### src/pkg/prot_host_pkg.sv
package prot_host_pkg;

  // ----------------------------------------------------------------
  // register map (byte offsets, apb)
  // ----------------------------------------------------------------
  localparam logic [7:0] REG_CMD = 8'h00;
  localparam logic [7:0] REG_ADDR = 8'h04;
  localparam logic [7:0] REG_DATA = 8'h08;
  localparam logic [7:0] REG_STATUS = 8'h0C;
  localparam logic [7:0] REG_RDATA = 8'h10;
  localparam logic [7:0] REG_PW0 = 8'h14;
  localparam logic [7:0] REG_PW3 = 8'h20;

  // status field positions
  localparam int ST_BUSY = 0;
  localparam int ST_DONE = 1;
  localparam int ST_REFUSED = 2;
  localparam int ST_SET_LSB = 4;
  localparam int ST_PROT = 6;

  localparam logic [15:0] PW_RST = 16'h0000;
  localparam logic [15:0] WORD_RST = 16'h0000;

  // ----------------------------------------------------------------
  // commands, command sets
  // ----------------------------------------------------------------
  typedef enum logic [3:0] {
    OP_ENTER_LOCK = 4'h0, OP_ENTER_PW = 4'h1, OP_ENTER_NVP = 4'h2,
    OP_EXIT = 4'h3, OP_CLEAR_ALL = 4'h4, OP_SET_NVP = 4'h5,
    OP_PROG_PW = 4'h6, OP_READ_PW = 4'h7, OP_UNLOCK = 4'h8,
    OP_READ_NVP = 4'h9, OP_PROG_LOCK = 4'hA, OP_READ_LOCK = 4'hB
  } op_t;

  typedef enum logic [1:0] {
    SET_NONE = 2'h0, SET_LOCK = 2'h1, SET_PW = 2'h2, SET_NVP = 2'h3
  } set_t;

  // ----------------------------------------------------------------
  // bus cycle addresses and data codes
  // ----------------------------------------------------------------
  localparam logic [11:0] ADR_555 = 12'h555;
  localparam logic [11:0] ADR_2AA = 12'h2AA;
  localparam logic [11:0] ADR_00 = 12'h000;
  localparam logic [7:0] D_AA = 8'hAA;
  localparam logic [7:0] D_55 = 8'h55;
  localparam logic [7:0] D_40 = 8'h40;
  localparam logic [7:0] D_60 = 8'h60;
  localparam logic [7:0] D_C0 = 8'hC0;
  localparam logic [7:0] D_90 = 8'h90;
  localparam logic [7:0] D_00 = 8'h00;
  localparam logic [7:0] D_80 = 8'h80;
  localparam logic [7:0] D_30 = 8'h30;
  localparam logic [7:0] D_A0 = 8'hA0;
  localparam logic [7:0] D_25 = 8'h25;
  localparam logic [7:0] D_03 = 8'h03;
  localparam logic [7:0] D_29 = 8'h29;

  // ----------------------------------------------------------------
  // timing
  // ----------------------------------------------------------------
  localparam int CLK_MHZ = 250;
  localparam int T_WP_NS = 50;
  localparam int T_WH_NS = 30;
  localparam int T_ACC_NS = 120;
  localparam int T_UNLOCK_GAP_NS = 6000;

  function automatic int ns_to_cyc(int ns);
    int c;
    c = (ns * CLK_MHZ + 999) / 1000;
    return (c < 1) ? 1 : c;
  endfunction : ns_to_cyc

  localparam int WP_CYC = ns_to_cyc(T_WP_NS);
  localparam int WH_CYC = ns_to_cyc(T_WH_NS);
  localparam int ACC_CYC = ns_to_cyc(T_ACC_NS);
  localparam int GAP_CYC = ns_to_cyc(T_UNLOCK_GAP_NS);

endpackage : prot_host_pkg

### src/rtl/prot_host.sv
module prot_host #(
  parameter int ADDR_W = 27,
  parameter int DATA_W = 16
) (
  input wire logic clk,
  input wire logic srst,
  input wire logic psel,
  input wire logic penable,
  input wire logic pwrite,
  input wire logic [7:0] paddr,
  input wire logic [31:0] pwdata,
  output logic [31:0] prdata,
  output logic pready,
  output logic pslverr,
  output logic [ADDR_W-1:0] fl_addr,
  output logic [DATA_W-1:0] dq_o,
  output logic dq_oe,
  input wire logic [DATA_W-1:0] dq_i,
  output logic ce_n,
  output logic we_n,
  output logic oe_n
);

  // ----------------------------------------------------------------
  // types and helpers
  // ----------------------------------------------------------------
  typedef struct packed {
    logic last;
    logic wr;
    logic [ADDR_W-1:0] addr;
    logic [DATA_W-1:0] data;
  } cyc_t;

  typedef enum logic [1:0] {
    M_IDLE = 2'b00, M_GAP = 2'b01, M_ISSUE = 2'b11, M_WAIT = 2'b10
  } main_state_t;

  function automatic cyc_t mk(logic last, logic wr, logic [11:0] a,
                              logic [DATA_W-1:0] d);
    cyc_t c;
    c.last = last;
    c.wr = wr;
    c.addr = ADDR_W'(a);
    c.data = d;
    return c;
  endfunction : mk

  function automatic logic op_legal(prot_host_pkg::op_t op,
                                    prot_host_pkg::set_t s);
    logic ok;
    ok = 1'b0;
    case (op)
      prot_host_pkg::OP_ENTER_LOCK, prot_host_pkg::OP_ENTER_PW,
      prot_host_pkg::OP_ENTER_NVP: ok = (s == prot_host_pkg::SET_NONE);
      prot_host_pkg::OP_EXIT: ok = (s != prot_host_pkg::SET_NONE);
      prot_host_pkg::OP_CLEAR_ALL, prot_host_pkg::OP_SET_NVP,
      prot_host_pkg::OP_READ_NVP: ok = (s == prot_host_pkg::SET_NVP);
      prot_host_pkg::OP_PROG_PW, prot_host_pkg::OP_READ_PW,
      prot_host_pkg::OP_UNLOCK: ok = (s == prot_host_pkg::SET_PW);
      prot_host_pkg::OP_PROG_LOCK,
      prot_host_pkg::OP_READ_LOCK: ok = (s == prot_host_pkg::SET_LOCK);
      default: ok = 1'b0;
    endcase
    return ok;
  endfunction : op_legal

  // ----------------------------------------------------------------
  // registers
  // ----------------------------------------------------------------
  main_state_t state_r;
  prot_host_pkg::op_t op_r;
  prot_host_pkg::set_t set_r;
  logic [2:0] step_r;
  logic [ADDR_W-1:0] cmd_addr_r;
  logic [DATA_W-1:0] cmd_data_r;
  logic [DATA_W-1:0] pw_r [4];
  logic [DATA_W-1:0] rdata_r;
  logic done_r;
  logic refused_r;
  logic prot_r;
  logic [10:0] gap_cnt_r;
  logic busy;
  logic acc;
  logic cmd_wr;
  logic cmd_ok;
  logic finish;
  logic cyc_done;
  logic [DATA_W-1:0] cyc_rdata;
  cyc_t cur;
  prot_host_pkg::op_t new_op;

  assign busy = (state_r != M_IDLE);
  assign acc = psel && penable && pready;
  assign cmd_wr = acc && pwrite && (paddr == prot_host_pkg::REG_CMD);
  assign new_op = prot_host_pkg::op_t'(pwdata[3:0]);
  assign cmd_ok = !busy && op_legal(new_op, set_r);
  assign finish = (state_r == M_WAIT) && cyc_done && cur.last;

  // ----------------------------------------------------------------
  // apb slave: one wait state, unmapped -> pslverr
  // ----------------------------------------------------------------
  always_ff @(posedge clk) begin
    if (srst) begin
      pready <= 1'b0;
      pslverr <= 1'b0;
      prdata <= 32'h0000_0000;
    end else begin
      pready <= psel && penable && !pready;
      pslverr <= 1'b0;
      prdata <= 32'h0000_0000;
      if (psel && penable && !pready) begin
        case (paddr)
          prot_host_pkg::REG_CMD: prdata <= 32'({op_r});
          prot_host_pkg::REG_ADDR: prdata <= 32'(cmd_addr_r);
          prot_host_pkg::REG_DATA: prdata <= 32'(cmd_data_r);
          prot_host_pkg::REG_STATUS: begin
            prdata[prot_host_pkg::ST_BUSY] <= busy;
            prdata[prot_host_pkg::ST_DONE] <= done_r;
            prdata[prot_host_pkg::ST_REFUSED] <= refused_r;
            prdata[prot_host_pkg::ST_SET_LSB +: 2] <= set_r;
            prdata[prot_host_pkg::ST_PROT] <= prot_r;
          end
          prot_host_pkg::REG_RDATA: prdata <= 32'(rdata_r);
          default: begin
            if (paddr >= prot_host_pkg::REG_PW0 &&
                paddr <= prot_host_pkg::REG_PW3 && paddr[1:0] == 2'b00) begin
              prdata <= 32'(pw_r[paddr[3:2] - 2'b01]);
            end else begin
              pslverr <= 1'b1;
            end
          end
        endcase
      end
    end
  end

  always_ff @(posedge clk) begin
    if (srst) begin
      cmd_addr_r <= '0;
      cmd_data_r <= prot_host_pkg::WORD_RST;
      for (int i = 0; i < 4; i++) begin
        pw_r[i] <= prot_host_pkg::PW_RST;
      end
    end else if (acc && pwrite) begin
      if (paddr == prot_host_pkg::REG_ADDR) begin
        cmd_addr_r <= pwdata[ADDR_W-1:0];
      end
      if (paddr == prot_host_pkg::REG_DATA) begin
        cmd_data_r <= pwdata[DATA_W-1:0];
      end
      if (paddr >= prot_host_pkg::REG_PW0 &&
          paddr <= prot_host_pkg::REG_PW3 && paddr[1:0] == 2'b00) begin
        pw_r[paddr[3:2] - 2'b01] <= pwdata[DATA_W-1:0];
      end
    end
  end

  // ----------------------------------------------------------------
  // command sequence table
  // ----------------------------------------------------------------
  always_comb begin
    cur = mk(1'b1, 1'b1, prot_host_pkg::ADR_00, '0);
    case (op_r)
      prot_host_pkg::OP_ENTER_LOCK, prot_host_pkg::OP_ENTER_PW,
      prot_host_pkg::OP_ENTER_NVP: begin
        case (step_r)
          3'd0: cur = mk(1'b0, 1'b1, prot_host_pkg::ADR_555,
                         DATA_W'(prot_host_pkg::D_AA));
          3'd1: cur = mk(1'b0, 1'b1, prot_host_pkg::ADR_2AA,
                         DATA_W'(prot_host_pkg::D_55));
          default: begin
            cur = mk(1'b1, 1'b1, prot_host_pkg::ADR_555,
                     DATA_W'(prot_host_pkg::D_40));
            if (op_r == prot_host_pkg::OP_ENTER_PW) begin
              cur.data = DATA_W'(prot_host_pkg::D_60);
            end else if (op_r == prot_host_pkg::OP_ENTER_NVP) begin
              cur.data = DATA_W'(prot_host_pkg::D_C0);
            end
          end
        endcase
      end
      prot_host_pkg::OP_EXIT: begin
        cur = mk(step_r != 3'd0, 1'b1, prot_host_pkg::ADR_00,
                 DATA_W'((step_r == 3'd0) ? prot_host_pkg::D_90
                                          : prot_host_pkg::D_00));
      end
      prot_host_pkg::OP_CLEAR_ALL: begin
        cur = mk(step_r != 3'd0, 1'b1, prot_host_pkg::ADR_00,
                 DATA_W'((step_r == 3'd0) ? prot_host_pkg::D_80
                                          : prot_host_pkg::D_30));
      end
      prot_host_pkg::OP_SET_NVP, prot_host_pkg::OP_PROG_PW,
      prot_host_pkg::OP_PROG_LOCK: begin
        cur = mk(1'b0, 1'b1, prot_host_pkg::ADR_00,
                 DATA_W'(prot_host_pkg::D_A0));
        if (step_r != 3'd0) begin
          cur.last = 1'b1;
          cur.data = cmd_data_r;
          if (op_r == prot_host_pkg::OP_SET_NVP) begin
            cur.addr = cmd_addr_r;
            cur.data = DATA_W'(prot_host_pkg::D_00);
          end else if (op_r == prot_host_pkg::OP_PROG_PW) begin
            cur.addr = ADDR_W'(cmd_addr_r[1:0]);
          end
        end
      end
      prot_host_pkg::OP_UNLOCK: begin
        case (step_r)
          3'd0: cur = mk(1'b0, 1'b1, prot_host_pkg::ADR_00,
                         DATA_W'(prot_host_pkg::D_25));
          3'd1: cur = mk(1'b0, 1'b1, prot_host_pkg::ADR_00,
                         DATA_W'(prot_host_pkg::D_03));
          3'd6: cur = mk(1'b1, 1'b1, prot_host_pkg::ADR_00,
                         DATA_W'(prot_host_pkg::D_29));
          default: begin
            cur = mk(1'b0, 1'b1, 12'(step_r - 3'd2),
                     pw_r[2'(step_r - 3'd2)]);
          end
        endcase
      end
      prot_host_pkg::OP_READ_PW: begin
        cur = mk(1'b1, 1'b0, 12'(cmd_addr_r[1:0]), '0);
      end
      prot_host_pkg::OP_READ_NVP: begin
        cur = mk(1'b1, 1'b0, prot_host_pkg::ADR_00, '0);
        cur.addr = cmd_addr_r;
      end
      default: begin
        cur = mk(1'b1, 1'b0, prot_host_pkg::ADR_00, '0);
      end
    endcase
  end

  // ----------------------------------------------------------------
  // sequencer
  // ----------------------------------------------------------------
  always_ff @(posedge clk) begin
    if (srst) begin
      state_r <= M_IDLE;
      op_r <= prot_host_pkg::OP_ENTER_LOCK;
      step_r <= 3'd0;
    end else begin
      case (state_r)
        M_IDLE: begin
          if (cmd_wr && cmd_ok) begin
            op_r <= new_op;
            step_r <= 3'd0;
            state_r <= (new_op == prot_host_pkg::OP_UNLOCK) ? M_GAP
                                                             : M_ISSUE;
          end
        end
        M_GAP: begin
          // too-early unlock would be dropped silently, so hold it
          if (gap_cnt_r == 11'd0) begin
            state_r <= M_ISSUE;
          end
        end
        M_ISSUE: state_r <= M_WAIT;
        M_WAIT: begin
          if (cyc_done) begin
            step_r <= step_r + 3'd1;
            state_r <= cur.last ? M_IDLE : M_ISSUE;
          end
        end
        default: state_r <= M_IDLE;
      endcase
    end
  end

  // set tracking, results, flags; a new command clears done unless finish sets it in the same cycle, and sets refused if it is refused or clears it if accepted
  always_ff @(posedge clk) begin
    if (srst) begin
      set_r <= prot_host_pkg::SET_NONE;
      done_r <= 1'b0;
      refused_r <= 1'b0;
      prot_r <= 1'b0;
      rdata_r <= prot_host_pkg::WORD_RST;
    end else begin
      if (cmd_wr) begin
        done_r <= 1'b0;
        refused_r <= !cmd_ok;
      end
      if (finish) begin
        done_r <= 1'b1;
        case (op_r)
          prot_host_pkg::OP_ENTER_LOCK: set_r <= prot_host_pkg::SET_LOCK;
          prot_host_pkg::OP_ENTER_PW: set_r <= prot_host_pkg::SET_PW;
          prot_host_pkg::OP_ENTER_NVP: set_r <= prot_host_pkg::SET_NVP;
          prot_host_pkg::OP_EXIT: set_r <= prot_host_pkg::SET_NONE;
          default: set_r <= set_r;
        endcase
        if (!cur.wr) begin
          rdata_r <= cyc_rdata;
        end
        if (op_r == prot_host_pkg::OP_READ_NVP) begin
          prot_r <= !cyc_rdata[0];
        end
      end
    end
  end

  always_ff @(posedge clk) begin
    if (srst) begin
      gap_cnt_r <= 11'd0;
    end else if (finish && op_r == prot_host_pkg::OP_UNLOCK) begin
      gap_cnt_r <= 11'(prot_host_pkg::GAP_CYC);
    end else if (gap_cnt_r != 11'd0) begin
      gap_cnt_r <= gap_cnt_r - 11'd1;
    end
  end

  flash_cycle #(.ADDR_W(ADDR_W), .DATA_W(DATA_W)) u_cycle (
    .clk(clk),
    .srst(srst),
    .start(state_r == M_ISSUE),
    .wr(cur.wr),
    .addr(cur.addr),
    .wdata(cur.data),
    .done(cyc_done),
    .rdata(cyc_rdata),
    .fl_addr(fl_addr),
    .dq_o(dq_o),
    .dq_oe(dq_oe),
    .dq_i(dq_i),
    .ce_n(ce_n),
    .we_n(we_n),
    .oe_n(oe_n)
  );
endmodule : prot_host

### src/rtl/flash_cycle.sv
module flash_cycle #(
  parameter int ADDR_W = 27,
  parameter int DATA_W = 16
) (
  input wire logic clk,
  input wire logic srst,
  input wire logic start,
  input wire logic wr,
  input wire logic [ADDR_W-1:0] addr,
  input wire logic [DATA_W-1:0] wdata,
  output logic done,
  output logic [DATA_W-1:0] rdata,
  output logic [ADDR_W-1:0] fl_addr,
  output logic [DATA_W-1:0] dq_o,
  output logic dq_oe,
  input wire logic [DATA_W-1:0] dq_i,
  output logic ce_n,
  output logic we_n,
  output logic oe_n
);

  // ----------------------------------------------------------------
  // one asynchronous bus cycle, read or write
  // ----------------------------------------------------------------
  typedef enum logic [1:0] {
    C_IDLE = 2'b00, C_STROBE = 2'b01, C_RECOVER = 2'b11
  } cyc_state_t;

  cyc_state_t state_r;
  logic [7:0] cnt_r;
  logic wr_r;
  logic [DATA_W-1:0] dq_meta_r;
  logic [DATA_W-1:0] dq_sync_r;

  // pins are asynchronous to clk
  always_ff @(posedge clk) begin
    dq_meta_r <= dq_i;
    dq_sync_r <= dq_meta_r;
  end

  always_ff @(posedge clk) begin
    if (srst) begin
      state_r <= C_IDLE;
      cnt_r <= 8'h00;
      wr_r <= 1'b0;
      done <= 1'b0;
      rdata <= '0;
      fl_addr <= '0;
      dq_o <= '0;
      dq_oe <= 1'b0;
      ce_n <= 1'b1;
      we_n <= 1'b1;
      oe_n <= 1'b1;
    end else begin
      done <= 1'b0;
      case (state_r)
        C_IDLE: begin
          if (start) begin
            fl_addr <= addr;
            dq_o <= wdata;
            dq_oe <= wr;
            ce_n <= 1'b0;
            we_n <= !wr;
            oe_n <= wr;
            wr_r <= wr;
            // reads wait two more cycles for the synchroniser
            cnt_r <= wr ? 8'(prot_host_pkg::WP_CYC - 1)
                        : 8'(prot_host_pkg::ACC_CYC + 1);
            state_r <= C_STROBE;
          end
        end
        C_STROBE: begin
          if (cnt_r == 8'h00) begin
            ce_n <= 1'b1;
            we_n <= 1'b1;
            oe_n <= 1'b1;
            if (!wr_r) begin
              rdata <= dq_sync_r;
            end
            cnt_r <= 8'(prot_host_pkg::WH_CYC - 1);
            state_r <= C_RECOVER;
          end else begin
            cnt_r <= cnt_r - 8'h01;
          end
        end
        C_RECOVER: begin
          // data held through recovery for write hold time
          if (cnt_r == 8'h00) begin
            dq_oe <= 1'b0;
            done <= 1'b1;
            state_r <= C_IDLE;
          end else begin
            cnt_r <= cnt_r - 8'h01;
          end
        end
        default: begin
          state_r <= C_IDLE;
        end
      endcase
    end
  end
endmodule : flash_cycle

### config.mk
export PLATFORM = sky130hd
export DESIGN_NAME = prot_host
export DESIGN_NICKNAME = d
export VERILOG_FILES = /design/src/pkg/prot_host_pkg.sv /design/src/rtl/prot_host.sv /design/src/rtl/flash_cycle.sv
export SDC_FILE = /design/constraint.sdc
export NUM_CORES = 1
export LEC_CHECK = 0
export BUFFER_PORTS_ARGS = -buffer_cell sky130_fd_sc_hd__clkbuf_2
export CORE_ASPECT_RATIO = 0.75
export CORE_UTILIZATION = 25
export CTS_BUF_LIST = sky130_fd_sc_hd__clkbuf_8
export DETAILED_ROUTE_END_ITERATION = 6
export GPL_TIMING_DRIVEN = 0
export PLACE_DENSITY = 0.42
export SYNTH_ARGS = -nofsm -noshare
export SYNTH_HDL_FRONTEND = slang
export SYNTH_HIERARCHICAL = 1
export SYNTH_SLANG_ARGS = --single-unit
### constraint.sdc
create_clock -name clk -period 3.8 [get_ports clk]
set_clock_uncertainty 0.2 [all_clocks]
set_input_delay 0.19 -clock clk [delete_from_list [all_inputs] [get_ports clk]]
set_output_delay 0.19 -clock clk [all_outputs]
set_load 0.02 [all_outputs]
==> impl_metrics.env <==
export IMPL_outcome="completed"
export IMPL_criticalPathCategory="flip-flop to flip-flop"
export IMPL_grt_pass1_wl_mm=64.0
export IMPL_finalCriticalPeriod_ps=3560
export IMPL_crit_arrival_ps=3860
export IMPL_synthFlopType="dfxtp_1"
export IMPL_syn_to_final_growth_pct=24.4
export IMPL_setup_tns_ps=0
export IMPL_hold_viol=0
export IMPL_synthTopCellsByCount="nand2_1, dfxtp_1, a21oi_1, and2_1, nor2_1"
export IMPL_end_kind="flip-flop"
export IMPL_synth_most_common_cell="nand2_1"
export IMPL_h_tree_depth=2
export IMPL_critPathBufInv=4
export IMPL_cpLargestDelayFamily="buffers and inverters"
export IMPL_cts_tree="yes"
export IMPL_drtIter0Drc=927
export IMPL_rsz0062_at_grt="false"
export IMPL_hold_path_class="input port to flip-flop"
export IMPL_yosysSeqAreaShare=0.512
export IMPL_critPathSlowestCell="a211oi_4"
export IMPL_finalHoldWorstSlack_ps=51.7
export IMPL_fp_coreArea_um2=48800
export IMPL_yosysTopAreaCell="dfxtp_1"
export IMPL_io_pins=142
export IMPL_place_hpwl_mm=31.9
export IMPL_slew_limit_headroom=0.306
export IMPL_post_synth_cell_area_avg_um2=9.95
export IMPL_clkTransAtPathRegs_ps=60
export IMPL_via_per_inst=4.73
export IMPL_worstSkewPairLatency_ps=600
export IMPL_drtPass1Iterations=6
export IMPL_numPortBuffers=129
export IMPL_post_cts_buffers=0
export IMPL_die_area_um2=50300
export IMPL_post_route_util=0.315
export IMPL_grt_max_degree=17
export IMPL_cts_buffers=48
export IMPL_met3_usage=0.0327
export IMPL_place_ws_ps=-1120
export IMPL_synth_area_leaders="dfxtp_1, edfxtp_1, nand2_1"
export IMPL_clkSinkCount=284
export IMPL_slowest_delay_ps=430
export IMPL_crit_fanout=10
export IMPL_setup_viol=0
export IMPL_worst_slew_pin_slew_ps=1040
export IMPL_avgRoutedWirePerCell_um=19.9
export IMPL_max_freq_mhz=281
export IMPL_p_per_area_nw_per_um2=428
export IMPL_setup_ws_ps=241
export IMPL_antenna_found_initial=0
export IMPL_drv_cap=0
export IMPL_clockRootBuffer="clkbuf_8"
export IMPL_min_period_over_period=0.936
export IMPL_routed_wl_mm=43.0
export IMPL_ys_types=79
export IMPL_vdd_drop_max_mv=0.191
export IMPL_use_met2=0.250
export IMPL_synth_area_um2=12400
export IMPL_postRouteAntennaNets=0
export IMPL_initial_core_util=0.253
export IMPL_grt_usage=0.170
export IMPL_final_max_slew_violation_count=0
export IMPL_synth_seq_cells=284
export IMPL_vias=10204
export IMPL_path_cells="clkbuf_2 > clkbuf_4 > inv_1 > ha_1 > nand2b_1 > nand2_1 > a211oi_4 > clkbuf_2 > a21oi_1 > o211ai_1 > nand2_1 > a21oi_1"
export IMPL_final_nets=1555
export IMPL_synthCells=1242
export IMPL_clockBufferDepth=3
export IMPL_asyncSetResetFlopFracSynth=0
export IMPL_synth_edf_count=64
export IMPL_filler_cell_count=5128
export IMPL_drive_above_1_share=0.199
export IMPL_required_ps=4100
export IMPL_grt_pass1_vias=9921
export IMPL_grt_use_met1=0.252
export IMPL_total_leakage_power_nw=5.87
export IMPL_die_h_um=195
export IMPL_synth_top_area_frac=0.356
export IMPL_placement_rows=70
export IMPL_grt_overflow=0
export IMPL_synth_warnings=6
export IMPL_top_usage_layer="met1"
export IMPL_gp_congestion=0.873
export IMPL_die_w_um=259
export IMPL_startpoint_type="flip-flop"
export IMPL_drc=0
sequential cells by signal, summed over array words and instances (netlist names), 2 cells and up:
| name | cells |
|---|---|
| u_cycle/dq_sync_r | 16 |
| rdata_r | 16 |
| op_r | 4 |
| u_cycle/cnt_r | 8 |
| cmd_addr_r | 27 |
| prdata | 27 |
| cmd_data_r | 16 |
| u_cycle/dq_o | 16 |
| gap_cnt_r | 11 |
| u_cycle/state_r | 2 |
| state_r | 2 |
| pw_r | 64 |
| u_cycle/rdata | 16 |
| u_cycle/fl_addr | 27 |
| step_r | 3 |
| set_r | 2 |
| u_cycle/dq_meta_r | 16 |
through the flow:
step | instance area [µm²] | power, mW | std cells
2_1_floorplan | 12400 | 3.64 | 1246
3_3_place_gp | 13800 | 3.82 | 2023
3_5_place_dp | 13900 | 3.83 | 2024
4_1_cts | 15300 | 6.69 | 2158
5_1_grt | 15400 | 6.91 | 2158
6_report | 15400 | 6.58 | 2159
final timing paths:
path / startpoint / to / slack (ps) / cells past startpoint
hold reg to reg: u_cycle/dq_meta_r[7] / u_cycle/dq_sync_r[7] / 130 / 0
setup / recovery: step_r[1] / u_cycle/dq_o[4] / 240 / 12
hold / removal: dq_i[8] / u_cycle/dq_meta_r[8] / 50 / 2
setup reg to reg: step_r[1] / u_cycle/dq_o[4] / 240 / 12
area by class of cell:
type / count / area (µm²) / share of cell area
Antenna cell: 1 / 2.50 / 0.000163
Buffer: 88 / 435 / 0.0283
Timing Repair Buffer: 181 / 1170 / 0.0762
Clock buffer: 56 / 771 / 0.0502
Sequential cell: 284 / 6330 / 0.412
Inverter: 21 / 78.8 / 0.00513
Multi-Input combinational cell: 853 / 5590 / 0.364
Tap cell: 648 / 811 / 0.0528
Clock inverter: 27 / 184 / 0.0120
worst reg2reg max path: cells and delay by family (launching register included):
kind / cells / cell delay [ps]
and+or+nand+nor: 3 / 420
AOI/OAI and AO/OA: 4 / 970
DFF: 1 / 370
buffers and inverters: 4 / 1220
adders and majority gates: 1 / 300
per-layer routing:
| layer | wire, µm | up-vias |
|---|---|---|
| li1 | - | 4880 |
| met4 | 860 | 0 |
| met5 | 0 | - |
| met1 | 21700 | 4975 |
| met2 | 18400 | 282 |
| met3 | 2090 | 67 |
logic make-up (layout without fill, tap and decap cells):
family | count (synthesis) | after routing | synth area share
other cells | 1 | 6 | 0.000303
fa+ha+maj | 17 | 17 | 0.0172
flops | 284 | 284 | 0.512
mux | 72 | 72 | 0.0910
xor+xnor | 6 | 6 | 0.00425
compound gates | 253 | 253 | 0.132
buf+inv | 109 | 373 | 0.0405
simple gates | 500 | 500 | 0.203
power breakdown:
group | internal [mW] | switching [mW] | leakage (nW) | total [mW]
sequential | 3.16 | 0.0608 | 2.45 | 3.23
clock | 1.48 | 1.29 | 0.546 | 2.77
combinational | 0.246 | 0.336 | 2.87 | 0.582
cell usage in the layout, fill, tap and decap left out, types with 14 or more instances in the layout:
master and n:
inv_1 34, nand2_1 222, clkbuf_2 136, mux2i_1 37, mux4_2 32, nor2_1 75
and3_1 16, edfxtp_1 64, a21oi_1 121, clkbuf_8 56, dlygate4sd3_1 51, a31oi_1 14
and2_1 79, nor3_1 17, o21ai_0 20, clkbuf_1 49, ha_1 17, dfxtp_1 220
repair_timing:
item	4_1_cts	5_1_grt
gates cloned	0	0
hold buffers	51	0
endpoints found under the setup margin	48	21
endpoints found under the hold margin	122	0
gates resized for setup	10	7
Power figures use the tool's default switching activity.
